<file path="config.mk">
export PLATFORM = sky130hd
export DESIGN_NAME = input_signal_router
export DESIGN_NICKNAME = d
export VERILOG_FILES = /design/src/input_signal_router_pkg.sv /design/src/input_signal_router.sv
export SDC_FILE = /design/constraint.sdc
export NUM_CORES = 1
export LEC_CHECK = 0
export ABC_AREA = 1
export BUFFER_PORTS_ARGS = -buffer_cell sky130_fd_sc_hd__buf_2
export CAP_MARGIN = 20
export CORE_MARGIN = 5
export CORE_UTILIZATION = 35
export CTS_BUF_LIST = sky130_fd_sc_hd__clkbuf_2
export CTS_CLUSTER_SIZE = 14
export DETAILED_ROUTE_END_ITERATION = 12
export PLACE_DENSITY_LB_ADDON = 0.25
export SYNTH_ARGS = -nofsm -noshare
export SYNTH_HDL_FRONTEND = slang
export SYNTH_SLANG_ARGS = --single-unit
</file>
<file path="constraint.sdc">
create_clock -name core_clk -period 1.9 [get_ports core_clk]
set_clock_uncertainty 0.2 [all_clocks]
set_input_delay 0.19 -clock core_clk [delete_from_list [all_inputs] [get_ports core_clk]]
set_output_delay 0.19 -clock core_clk [all_outputs]
set_load 0.005 [all_outputs]
</file>
<file path="src/input_signal_router_pkg.sv">
`default_nettype none

package input_signal_router_pkg;

  // ***************************************************
  // register map
  // ***************************************************
  localparam int          REG_COUNT       = 8;
  localparam int          IDX_MAKER       = 0;
  localparam int          IDX_AUTO_ON     = 1;
  localparam int          IDX_SEL1        = 2;
  localparam int          IDX_SEL2        = 3;
  localparam int          IDX_SEL3        = 4;
  localparam int          IDX_SEL4        = 5;
  localparam int          IDX_SEL5        = 6;
  localparam int          IDX_STROKE      = 7;
  localparam logic [7:0]  ADDR_STATUS     = 8'h20;

  // ***************************************************
  // values after reset
  // ***************************************************
  localparam logic [15:0] RST_MAKER       = 16'h0000;
  localparam logic [15:0] RST_AUTO_ON     = 16'h0000;
  localparam logic [15:0] RST_SEL1        = 16'h0002;
  localparam logic [15:0] RST_SEL2        = 16'h0111;
  localparam logic [15:0] RST_SEL3        = 16'h0882;
  localparam logic [15:0] RST_SEL4        = 16'h0995;
  localparam logic [15:0] RST_SEL5        = 16'h0000;
  localparam logic [15:0] RST_STROKE      = 16'h0403;
  localparam logic [15:0] RST_VALUES [REG_COUNT] = '{RST_MAKER, RST_AUTO_ON, RST_SEL1,
    RST_SEL2, RST_SEL3, RST_SEL4, RST_SEL5, RST_STROKE};

  // ***************************************************
  // digit fields
  // ***************************************************
  localparam int          POS_LSB         = 0;
  localparam int          SPD_LSB         = 4;
  localparam int          AUTO_SON_LSB    = 0;
  localparam int          AUTO_FWD_LSB    = 4;
  localparam int          AUTO_REV_LSB    = 8;
  localparam int          CR_MODE_LSB     = 0;
  localparam int          MODE_PIN_LSB    = 4;
  localparam int          FWD_PIN_LSB     = 0;
  localparam int          REV_PIN_LSB     = 8;
  localparam logic [3:0]  AUTO_FORCED     = 4'h1;
  localparam logic [3:0]  CR_MODE_EDGE    = 4'h0;

  // ***************************************************
  // signal codes and pin codes
  // ***************************************************
  localparam logic [3:0]  CODE_SERVO_ON   = 4'h1;
  localparam logic [3:0]  CODE_RESET      = 4'h2;
  localparam logic [3:0]  CODE_PROP       = 4'h3;
  localparam logic [3:0]  CODE_CLEAR      = 4'h4;
  // pin order: 3, 4, 5, 6, 7
  localparam logic [3:0]  PIN_CODE [5]    = '{4'h1, 4'h2, 4'h5, 4'h3, 4'h4};
  localparam int          ROUTED_PINS     = 4;
  localparam int          PIN_WORD [ROUTED_PINS] = '{IDX_SEL3, IDX_SEL2, IDX_SEL4, IDX_SEL5};

endpackage : input_signal_router_pkg

`default_nettype wire

</file>
<file path="src/input_signal_router.sv">
// Local design decisions: the APB slave port and the placing of the registers.
`default_nettype none

// Summary of operation
// servo-on digit 0 uses its pin, 1 forces it on; word resets to zero
// forward limit digit 0 uses its pin, 1 forces it on
// reverse limit digit 0 uses its pin, 1 forces it on
// word one places mode switch pin and droop clear manner; resets 0002
// each pin word holds a position code and a speed code, active one used
// words three to five share word two's codes and digit layout
// word three drives pin 3, resets 0882
// word four drives pin 5, resets 0995
// word five drives pin 6, resets 0000
// word three ignored when mode switch sits on pin 3
// word three ignored when either limit sits on pin 3
// word five ignored when mode switch sits on pin 6
// word five ignored when reverse limit sits on pin 6
// software leaves the maker word at zero
// limit pin selector beats all words; same pin, forward wins
// a logical input nobody drives or forces stays inactive

module input_signal_router
  import input_signal_router_pkg::*;
#(
  parameter int PIN_COUNT = 5
) (
  input  wire logic                 core_clk,
  input  wire logic                 rst_b,
  input  wire logic                 psel,
  input  wire logic                 penable,
  input  wire logic                 pwrite,
  input  wire logic [7:0]           paddr,
  input  wire logic [31:0]          pwdata,
  input  wire logic [3:0]           pstrb,
  output logic      [31:0]          prdata,
  output logic                      pready,
  output logic                      pslverr,
  input  wire logic [PIN_COUNT-1:0] io_connector_in,
  output logic                      servo_on,
  output logic                      fwd_limit_ok,
  output logic                      rev_limit_ok,
  output logic                      ctrl_mode_switch,
  output logic                      droop_clear,
  output logic                      fault_reset,
  output logic                      proportional_ctrl,
  output logic                      speed_mode
);

  // ***************************************************
  // elaboration check
  // ***************************************************
  if (PIN_COUNT != 5) begin : g_bad_pins
    $error("pin count must be 5");
  end

  // ***************************************************
  // register file over apb
  // ***************************************************
  logic [15:0] cfg_reg [REG_COUNT];
  logic [31:0] prdata_reg;
  logic [7:0]  status_w;
  logic [2:0]  cfg_idx;
  logic        cfg_hit;
  logic        status_hit;
  logic        addr_ok;
  logic        wr_en;
  logic [31:0] rd_next;

  assign cfg_idx    = paddr[4:2];
  assign cfg_hit    = (paddr[7:5] == 3'h0) && (paddr[1:0] == 2'h0);
  assign status_hit = (paddr == ADDR_STATUS);
  assign addr_ok    = cfg_hit || status_hit;
  assign wr_en      = psel && penable && pwrite && cfg_hit;
  assign rd_next    = cfg_hit ? {16'h0000, cfg_reg[cfg_idx]} :
                      status_hit ? {24'h000000, status_w} : 32'h00000000;
  assign pready     = 1'b1;
  assign pslverr    = psel && penable && !addr_ok;
  assign prdata     = prdata_reg;

  always_ff @(posedge core_clk) begin
    if (!rst_b) begin
      for (int i = 0; i < REG_COUNT; i++) begin
        cfg_reg[i] <= RST_VALUES[i];  // see R01, see R04, see R07, see R08
      end
    end else if (wr_en) begin
      if (pstrb[0]) begin
        cfg_reg[cfg_idx][7:0] <= pwdata[7:0];
      end
      if (pstrb[1]) begin
        cfg_reg[cfg_idx][15:8] <= pwdata[15:8];
      end
    end
  end

  always_ff @(posedge core_clk) begin
    if (!rst_b) begin
      prdata_reg <= 32'h00000000;
    end else if (psel && !penable) begin
      prdata_reg <= rd_next;
    end
  end

  // ***************************************************
  // setting fields
  // ***************************************************
  logic [15:0] auto_w;
  logic [15:0] sel1_w;
  logic [15:0] stroke_w;
  logic        auto_son;
  logic        auto_fwd;
  logic        auto_rev;

  assign auto_w   = cfg_reg[IDX_AUTO_ON];
  assign sel1_w   = cfg_reg[IDX_SEL1];
  assign stroke_w = cfg_reg[IDX_STROKE];
  assign auto_son = auto_w[AUTO_SON_LSB +: 4] == AUTO_FORCED;
  assign auto_fwd = auto_w[AUTO_FWD_LSB +: 4] == AUTO_FORCED;
  assign auto_rev = auto_w[AUTO_REV_LSB +: 4] == AUTO_FORCED;

  // ***************************************************
  // pin claims
  // ***************************************************
  logic [PIN_COUNT-1:0] fwd_oh;
  logic [PIN_COUNT-1:0] rev_raw;
  logic [PIN_COUNT-1:0] rev_oh;
  logic [PIN_COUNT-1:0] mode_oh;
  logic [PIN_COUNT-1:0] limit_claim;
  logic [PIN_COUNT-1:0] mode_eff;
  logic [PIN_COUNT-1:0] pin_valid;
  logic                 same_pin;

  for (genvar p = 0; p < PIN_COUNT; p++) begin : g_claim
    assign fwd_oh[p]  = stroke_w[FWD_PIN_LSB +: 4] == PIN_CODE[p];
    assign rev_raw[p] = stroke_w[REV_PIN_LSB +: 4] == PIN_CODE[p];
    assign mode_oh[p] = sel1_w[MODE_PIN_LSB +: 4] == PIN_CODE[p];
  end

  assign same_pin    = |(fwd_oh & rev_raw);
  assign rev_oh      = same_pin ? '0 : rev_raw;
  assign limit_claim = fwd_oh | rev_oh;
  assign mode_eff    = mode_oh & ~limit_claim;
  assign pin_valid   = ~(limit_claim | mode_oh);                 // see R10, see R11, see R12

  // ***************************************************
  // per-pin signal routing
  // ***************************************************
  logic [ROUTED_PINS-1:0] son_hit;
  logic [ROUTED_PINS-1:0] res_hit;
  logic [ROUTED_PINS-1:0] pc_hit;
  logic [ROUTED_PINS-1:0] cr_hit;
  logic                   speed_mode_reg;

  for (genvar p = 0; p < ROUTED_PINS; p++) begin : g_route
    logic [15:0] word_w;
    logic [3:0]  code_w;
    logic        live_w;
    assign word_w = cfg_reg[PIN_WORD[p]];                       // see R06, see R07, see R08
    assign code_w = speed_mode_reg ? word_w[SPD_LSB +: 4] : word_w[POS_LSB +: 4];
    assign live_w = pin_valid[p] && io_connector_in[p];
    assign son_hit[p] = live_w && (code_w == CODE_SERVO_ON);
    assign res_hit[p] = live_w && (code_w == CODE_RESET);
    assign pc_hit[p]  = live_w && (code_w == CODE_PROP);
    assign cr_hit[p]  = live_w && (code_w == CODE_CLEAR);
  end

  // ***************************************************
  // logical signal registers
  // ***************************************************
  logic servo_on_reg;
  logic fwd_reg;
  logic rev_reg;
  logic mode_reg;
  logic cr_level_reg;
  logic droop_reg;
  logic res_reg;
  logic pc_reg;
  logic cr_level;
  logic servo_on_next;
  logic fwd_next;
  logic rev_next;
  logic mode_next;
  logic droop_next;

  assign servo_on_next = auto_son || (|son_hit);                        // see R01
  assign fwd_next      = auto_fwd || (|(io_connector_in & fwd_oh));     // see R02
  assign rev_next      = auto_rev || (|(io_connector_in & rev_oh));     // see R03
  assign mode_next     = |(io_connector_in & mode_eff);
  assign cr_level      = |cr_hit;
  assign droop_next    = (sel1_w[CR_MODE_LSB +: 4] == CR_MODE_EDGE) ?
                         (cr_level && !cr_level_reg) : cr_level;

  always_ff @(posedge core_clk) begin
    if (!rst_b) begin
      servo_on_reg   <= 1'b0;
      fwd_reg        <= 1'b0;
      rev_reg        <= 1'b0;
      mode_reg       <= 1'b0;
      cr_level_reg   <= 1'b0;
      droop_reg      <= 1'b0;
      res_reg        <= 1'b0;
      pc_reg         <= 1'b0;
      speed_mode_reg <= 1'b0;
    end else begin
      servo_on_reg   <= servo_on_next;
      fwd_reg        <= fwd_next;
      rev_reg        <= rev_next;
      mode_reg       <= mode_next;
      cr_level_reg   <= cr_level;
      droop_reg      <= droop_next;
      res_reg        <= |res_hit;
      pc_reg         <= |pc_hit;
      speed_mode_reg <= mode_next;
    end
  end

  assign servo_on          = servo_on_reg;
  assign fwd_limit_ok      = fwd_reg;
  assign rev_limit_ok      = rev_reg;
  assign ctrl_mode_switch  = mode_reg;
  assign droop_clear       = droop_reg;
  assign fault_reset       = res_reg;
  assign proportional_ctrl = pc_reg;
  assign speed_mode        = speed_mode_reg;
  assign status_w = {speed_mode_reg, pc_reg, res_reg, droop_reg, mode_reg, rev_reg, fwd_reg,
                     servo_on_reg};
endmodule : input_signal_router

`default_nettype wire

</file>
==> flow_metrics.tcl, run 1 <==
set metrics [dict create \
    drv_slew 0 \
    yosysSeqAreaShare_pct 57.81 \
    setup_ws_ns -0.02711 \
    synth_top_family_by_area "simple AND/OR/NAND/NOR gates" \
    cp.required_ns 2.19 \
    tightest_slew_ns 0.6399 \
    firstDrtPassIters 5 \
    synth-simple-area-share_pct 25.33 \
    vias_per_cell 4.938 \
    synthXorXnorAreaFrac_pct 0 \
    max_stage_delay_ns 0.59 \
    maxCapViolations 0 \
    drive_gt1_share_pct 27.15 \
    power.static_leakage_nw 4.077 \
    final_cell_mix "nand2_1 (167), nor2_1 (146), edfxtp_1 (128)" \
    worst_path_max_delay_cell "dlygate4sd3_1" \
    drc 0 \
    rsz0062_at_grt "yes" \
    synth.distinct_cells 39 \
    largest_reg_flops 128 \
    startpoint_type "primary input" \
    holdWs_ns 0.04499 \
    die_y_um 156.2 \
    synth_compound_area_share_pct 8.715 \
    grt_pass1_vias 6091 \
    crit_path_end_kind "flip-flop" \
    fin_crit_ns 1.927 \
    cts_root_buf "clkbuf_2" \
    synthMuxAreaShare_pct 0 \
    htreeDepth 4 \
    cts_buffer_depth 2 \
    crit_arrival_ns 2.22 \
    start_util_pct 35.58 \
    ioPinCount 96 \
    ys_warn_count 0 \
    cts_sinks 152 \
    grt_antenna_before_repair 1 \
    gp_congestion 0.8721 \
    ys.flop_type "edfxtp_1" \
    clk_pin_slew_worst_paths_ns 0.22 \
    synth_fa_ha_area_share_pct 0 \
    hpwl_um 16640 \
    post_drt_wl_per_cell_um 17.24 \
    violations "negative setup slack" \
    drt_iter0_markers 666 \
    syn_avg_cell_area_um2 9.246 \
    nNetsFinal 1076 \
    crit_chain "dlygate4sd3_1 -> buf_2 -> nand4_2 -> nor2_4 -> nand2_4 -> nor2_1 -> dlygate4sd3_1 -> inv_2 -> nand2_1 -> buf_4" \
    grt_pass1_wl_um 34560 \
    io_buffers 60 \
    hold_viol 0 \
    netlist_area_um2 7480 \
    max_clock_freq_mhz 518.9 \
    die_x_um 156.2 \
    grt_max_degree 23 \
    cts_tree "built" \
    finalSetupViolCount 4 \
    clkLatencyLatePin_ns 0.77 \
    core_area_um2 21020 \
    num_rows 53 \
    final_common_cell "nand2_1" \
    antenna_left 0 \
    grt-ovfl-total 0 \
    synth_cells 809 \
    grt_use_total_pct 18.70 \
    finalPower_mw 6.640 \
    wl_um 22600 \
    slew_headroom_pct 56.89 \
    p_per_area_nw_per_um2 682.5 \
    post-route-period-util_pct 101.4 \
    async_flop_share_pct 0 \
    synth_edf_count 128 \
    ir_worst_vdd_uv 302.2 \
    ys_seq_elements 152 \
    critical_path.max_fanout 5 \
    critPathTopFamily "buffers and inverters" \
    via_count 6474 \
    hold_path_class "in2reg" \
    cp_num_buf_inv 5 \
    synthToLayoutAreaGrowth_pct 30.08 \
    cts_buffers 17 \
    status "complete, but fails checks" \
    path_common_cell "dlygate4sd3_1" \
    crit_type "in2reg" \
    die-area_um2 24390 \
]
## per-stage QoR
step / std cells / area, um2 / util [%] / setup WS (ns) / setup TNS [ns]
floorplan: 824 / 7536 / - / 0.05194 / 0
global placement: 1214 / 8680 / 41.29 / -0.09194 / -3.014
detailed placement: 1214 / 8680 / 41.29 / -0.1288 / -5.531
CTS: 1301 / 9517 / 45.27 / 0.001454 / 0
global route: 1311 / 9729 / 46.28 / -0.1071 / -0.6575
finish: 1311 / 9729 / 46.28 / -0.02711 / -0.06123
## report_power, final
part	internal [mW]	switching, mW	total [mW]
registers	3.76	0.0862	3.84
logic	0.331	0.491	0.822
clock network	0.755	1.22	1.97
total	4.84	1.80	6.64
## tightest hold or removal path, stage by stage
cell,delay [ns]
buf_2,0.11
nor2_4,0.04
nand4_2,0.07
nor2_4,0.06
nand2_4,0.09
nor2_1,0.06
inv_2,0.05
buf_4,0.14
nor2_1,0.04
## final cells by class
type | count | area [um2]
well taps | 275 | 344.1
diodes | 1 | 2.502
inverters | 88 | 332.8
repair buffers | 213 | 1747
clock inverters | 14 | 170.2
fillers | 2011 | 11290
clock buffers | 18 | 90.09
flip-flops and latches | 152 | 4328
multi-input cells | 550 | 2715
## cell usage after synthesis (17+ instances only)
library cell	number	area share [%]
o21ai_0	31	2.1
nand2_1	172	8.6
nor2_1	154	7.7
nand3_1	28	1.9
dfxtp_1	24	6.4
buf_4	19	1.9
inv_1	65	3.3
nor3_1	17	1.1
a221oi_1	20	2.3
a21oi_1	26	1.7
inv_2	21	1.1
edfxtp_1	128	51
## path summary, 6_finish.rpt
path / startpoint / endpoint / slack, ns / cells past startpoint
setup reg to reg: cfg_reg[7][2] / droop_clear / -0.02 / 11
hold / removal: paddr[5] / cfg_reg[7][15] / 0.04 / 9
setup / recovery: penable / cfg_reg[3][8] / -0.03 / 10
hold reg to reg: prdata[11] / prdata[11] / 0.28 / 2
## logic make-up after synthesis
family,after synthesis
and+or+nand+nor,429
DFF,152
other,2
buffers and inverters,122
AOI/OAI and AO/OA,104
## routing by layer
layer	GRT usage, %	vias to the layer above	part of all wire, %
li1	-	3135	-
met1	27.13	3010	44
met2	28.27	306	45
met3	4.355	23	9.5
met4	4.959	0	1.3
met5	0	-	0
## what timing repair did
action | in CTS | in global routing
setup buffers | 0 | 5
resized for setup | 5 | 40
endpoints found under the hold margin | 272 | 15
endpoints found under the setup margin | 2 | 16
pin swaps | 0 | 7
gates cloned | 1 | 1
hold buffers | 54 | 4
No activity file was read; power rests on OpenSTA's default activity.
==> inputs of run 2 (changes only) <==
--- a/config.mk
+++ b/config.mk
@@ -5,7 +5,6 @@
 export SDC_FILE = /design/constraint.sdc
 export NUM_CORES = 1
 export LEC_CHECK = 0
-export ABC_AREA = 1
 export BUFFER_PORTS_ARGS = -buffer_cell sky130_fd_sc_hd__buf_2
 export CAP_MARGIN = 20
 export CORE_MARGIN = 5
==> flow_metrics.tcl, run 2 <==
set metrics [dict create \
    start_util_pct 35.55 \
    grt-ovfl-total 0 \
    finalSetupViolCount 6 \
    core_area_um2 21820 \
    crit_type "reg2reg" \
    cts_root_buf "clkbuf_2" \
    status "complete, but fails checks" \
    clk_pin_slew_worst_paths_ns 0.24 \
    hold_path_class "in2reg" \
    slew_headroom_pct 54.32 \
    startpoint_type "flip-flop" \
    p_per_area_nw_per_um2 677.4 \
    wl_um 24060 \
    ioPinCount 96 \
    setup_ws_ns -0.1975 \
    cts_sinks 152 \
    final_cell_mix "edfxtp_1 (128), and2_1 (113), buf_4 (99)" \
    largest_reg_flops 128 \
    ys_warn_count 0 \
    multi_input_area_um2 3481 \
    yosysMostFrequentCell "edfxtp_1" \
    ir_worst_vdd_uv 315.6 \
    async_flop_share_pct 0 \
    r2r_start "cfg_reg[4][3]" \
    crit_arrival_ns 2.61 \
    syn_avg_cell_area_um2 11.70 \
    synth_fa_ha_area_share_pct 0 \
    violations "negative setup slack" \
    io_buffers 60 \
    die_x_um 158.9 \
    drv_slew 0 \
    grt_use_total_pct 18.97 \
    vias_per_cell 5.321 \
    drt_iter0_markers 596 \
    ys.flop_type "edfxtp_1" \
    final_common_cell "edfxtp_1" \
    synth.distinct_cells 57 \
    num_rows 54 \
    antenna_left 0 \
    drc 0 \
    power.static_leakage_nw 3.879 \
    via_count 6135 \
    crit_chain "mux2_4 -> or3_4 -> or3_1 -> o22ai_1 -> o31a_1" \
    synthMuxAreaShare_pct 9.418 \
    synth_compound_area_share_pct 9.692 \
    maxCapViolations 0 \
    cts_tree "built" \
    ys_seq_elements 152 \
    grtUsageMet3_pct 3.266 \
    nNetsFinal 913 \
    placed_cell_area_um2 9289 \
    use_met2_pct 30.08 \
    min_from "paddr[4]" \
    fillers 1969 \
    dp.cells 1071 \
    gp_congestion 0.9226 \
    synth_edf_count 128 \
    r2r_cells 5 \
    cts_buffer_depth 2 \
    final_core_util_pct 46.62 \
    cp.required_ns 2.41 \
    worstReg2RegEnd "fault_reset" \
    fin_cells 1153 \
    die-area_um2 25250 \
    synth_top_area_share_pct 49.54 \
    synth_top_family_by_area "simple AND/OR/NAND/NOR gates" \
    cts_buffers 17 \
    rsz0062_at_grt "yes" \
    grt_pass1_wl_um 37140 \
    hold_viol 0 \
    drive_gt1_share_pct 32.80 \
    clkLatencyLatePin_ns 0.75 \
    post_drt_wl_per_cell_um 20.87 \
    holdWs_ns 0.04310 \
    grt_max_degree 37 \
    tns_ns -0.8519 \
    worst_path_max_delay_cell "edfxtp_1" \
    critical_path.max_fanout 3 \
    synthTopCellsByCount "edfxtp_1 (128), and2_1 (113), nand2_1 (38), nor2_1 (37), o21ai_0 (37)" \
    die_y_um 158.9 \
    tightest_slew_ns 0.6852 \
    max_clock_freq_mhz 476.8 \
    synth_top_area_cell "edfxtp_1" \
    crit_path_end_kind "flip-flop" \
    post-route-period-util_pct 110.4 \
    design_area_um2 10170 \
    synthTopCellsByArea "edfxtp_1 (50%), and2_1 (9.1%), dfxtp_1 (6.2%), mux4_2 (4.4%), mux2_2 (2.6%)" \
    netlist_area_um2 7759 \
    seq_area_um2 4328 \
    rrSetupSlack_ns -0.20 \
    yosysSeqAreaShare_pct 55.73 \
    hold_path_end "prdata[6]" \
    htreeDepth 4 \
    grtUsageMet1_pct 26.90 \
    fin_crit_ns 2.097 \
    hold-path-cell-count 6 \
    synthXorXnorAreaFrac_pct 0.1129 \
    synthToLayoutAreaGrowth_pct 31.14 \
    synth-simple-area-share_pct 20.82 \
    synth_cells 663 \
    max_stage_delay_ns 0.49 \
    grt_antenna_before_repair 2 \
    firstDrtPassIters 5 \
    grt_pass1_vias 6229 \
    hpwl_um 17930 \
    busiest_layer "met2" \
]
-- run 2: worst max-delay path by stage --
stage,start,endpoint,slack (ns),depth (start not counted)
detailed placement,paddr[6],cfg_reg[4][8],-0.54,7
CTS,ctrl_mode_switch,fault_reset,-0.19,5
finish,cfg_reg[4][3],fault_reset,-0.20,5
global route,cfg_reg[7][0],fault_reset,-0.25,5
global placement,paddr[6],cfg_reg[4][8],-0.50,7
floorplan,paddr[6],cfg_reg[2][0],-0.37,4
-- run 2: per-layer routing --
layer  up-vias  part of all wire (%)
met3        27                   6.6
met1      3017                    45
met2       248                    47
li1       2841                     -
met5         -                 0.083
met4         2                   1.4
-- run 2: layout make-up --
| type | count | share of cell area [%] |
|---|---|---|
| Antenna cell | 1 | 0.02459 |
| Clock buffer | 17 | 0.8362 |
| Multi-Input combinational cell | 460 | 34.21 |
| Tap cell | 280 | 3.443 |
| Timing Repair Buffer | 214 | 16.60 |
| Inverter | 14 | 0.5165 |
| Clock inverter | 15 | 1.832 |
| Sequential cell | 152 | 42.54 |
-- run 2: through the flow --
stage / setup WS (ns) / power, mW
after floorplan: -0.3675 / 4.365
after detailed placement: -0.5448 / 4.810
after global placement: -0.4952 / 4.789
after global routing: -0.2533 / 7.163
after CTS: -0.1932 / 6.892
final: -0.1975 / 6.892
-- run 2: kinds of logic (layout without fill, tap and decap cells) --
logic type | Yosys count | in the layout
AND/OR/NAND/NOR | 278 | 278
flip-flops | 152 | 152
AO/OA/AOI/OAI | 112 | 112
buffers and inverters | 66 | 260
multiplexers | 52 | 52
other | 2 | 18
XOR/XNOR | 1 | 1
-- run 2: repair_timing --
action                                  in CTS  in global routing
hold buffers                                41                  2
buffers inserted                             6                  3
pin swaps                                    9                 12
hold endpoints to repair                   261                  4
gates resized for setup                     20                 13
endpoints found under the setup margin      11                 17
-- run 2: where the power goes --
group / total, mW / internal (mW) / switching (mW)
combinational: 0.971 / 0.463 / 0.508
sequential: 3.88 / 3.76 / 0.115
clock: 2.04 / 0.771 / 1.27
-- run 2: worst max-delay path, delay by kind of cell, from the launching register on --
kind,cells,cell delay [ns]
AND/OR/NAND/NOR,2,0.76
multiplexers,1,0.31
flip-flops,1,0.49
AO/OA/AOI/OAI,2,0.32
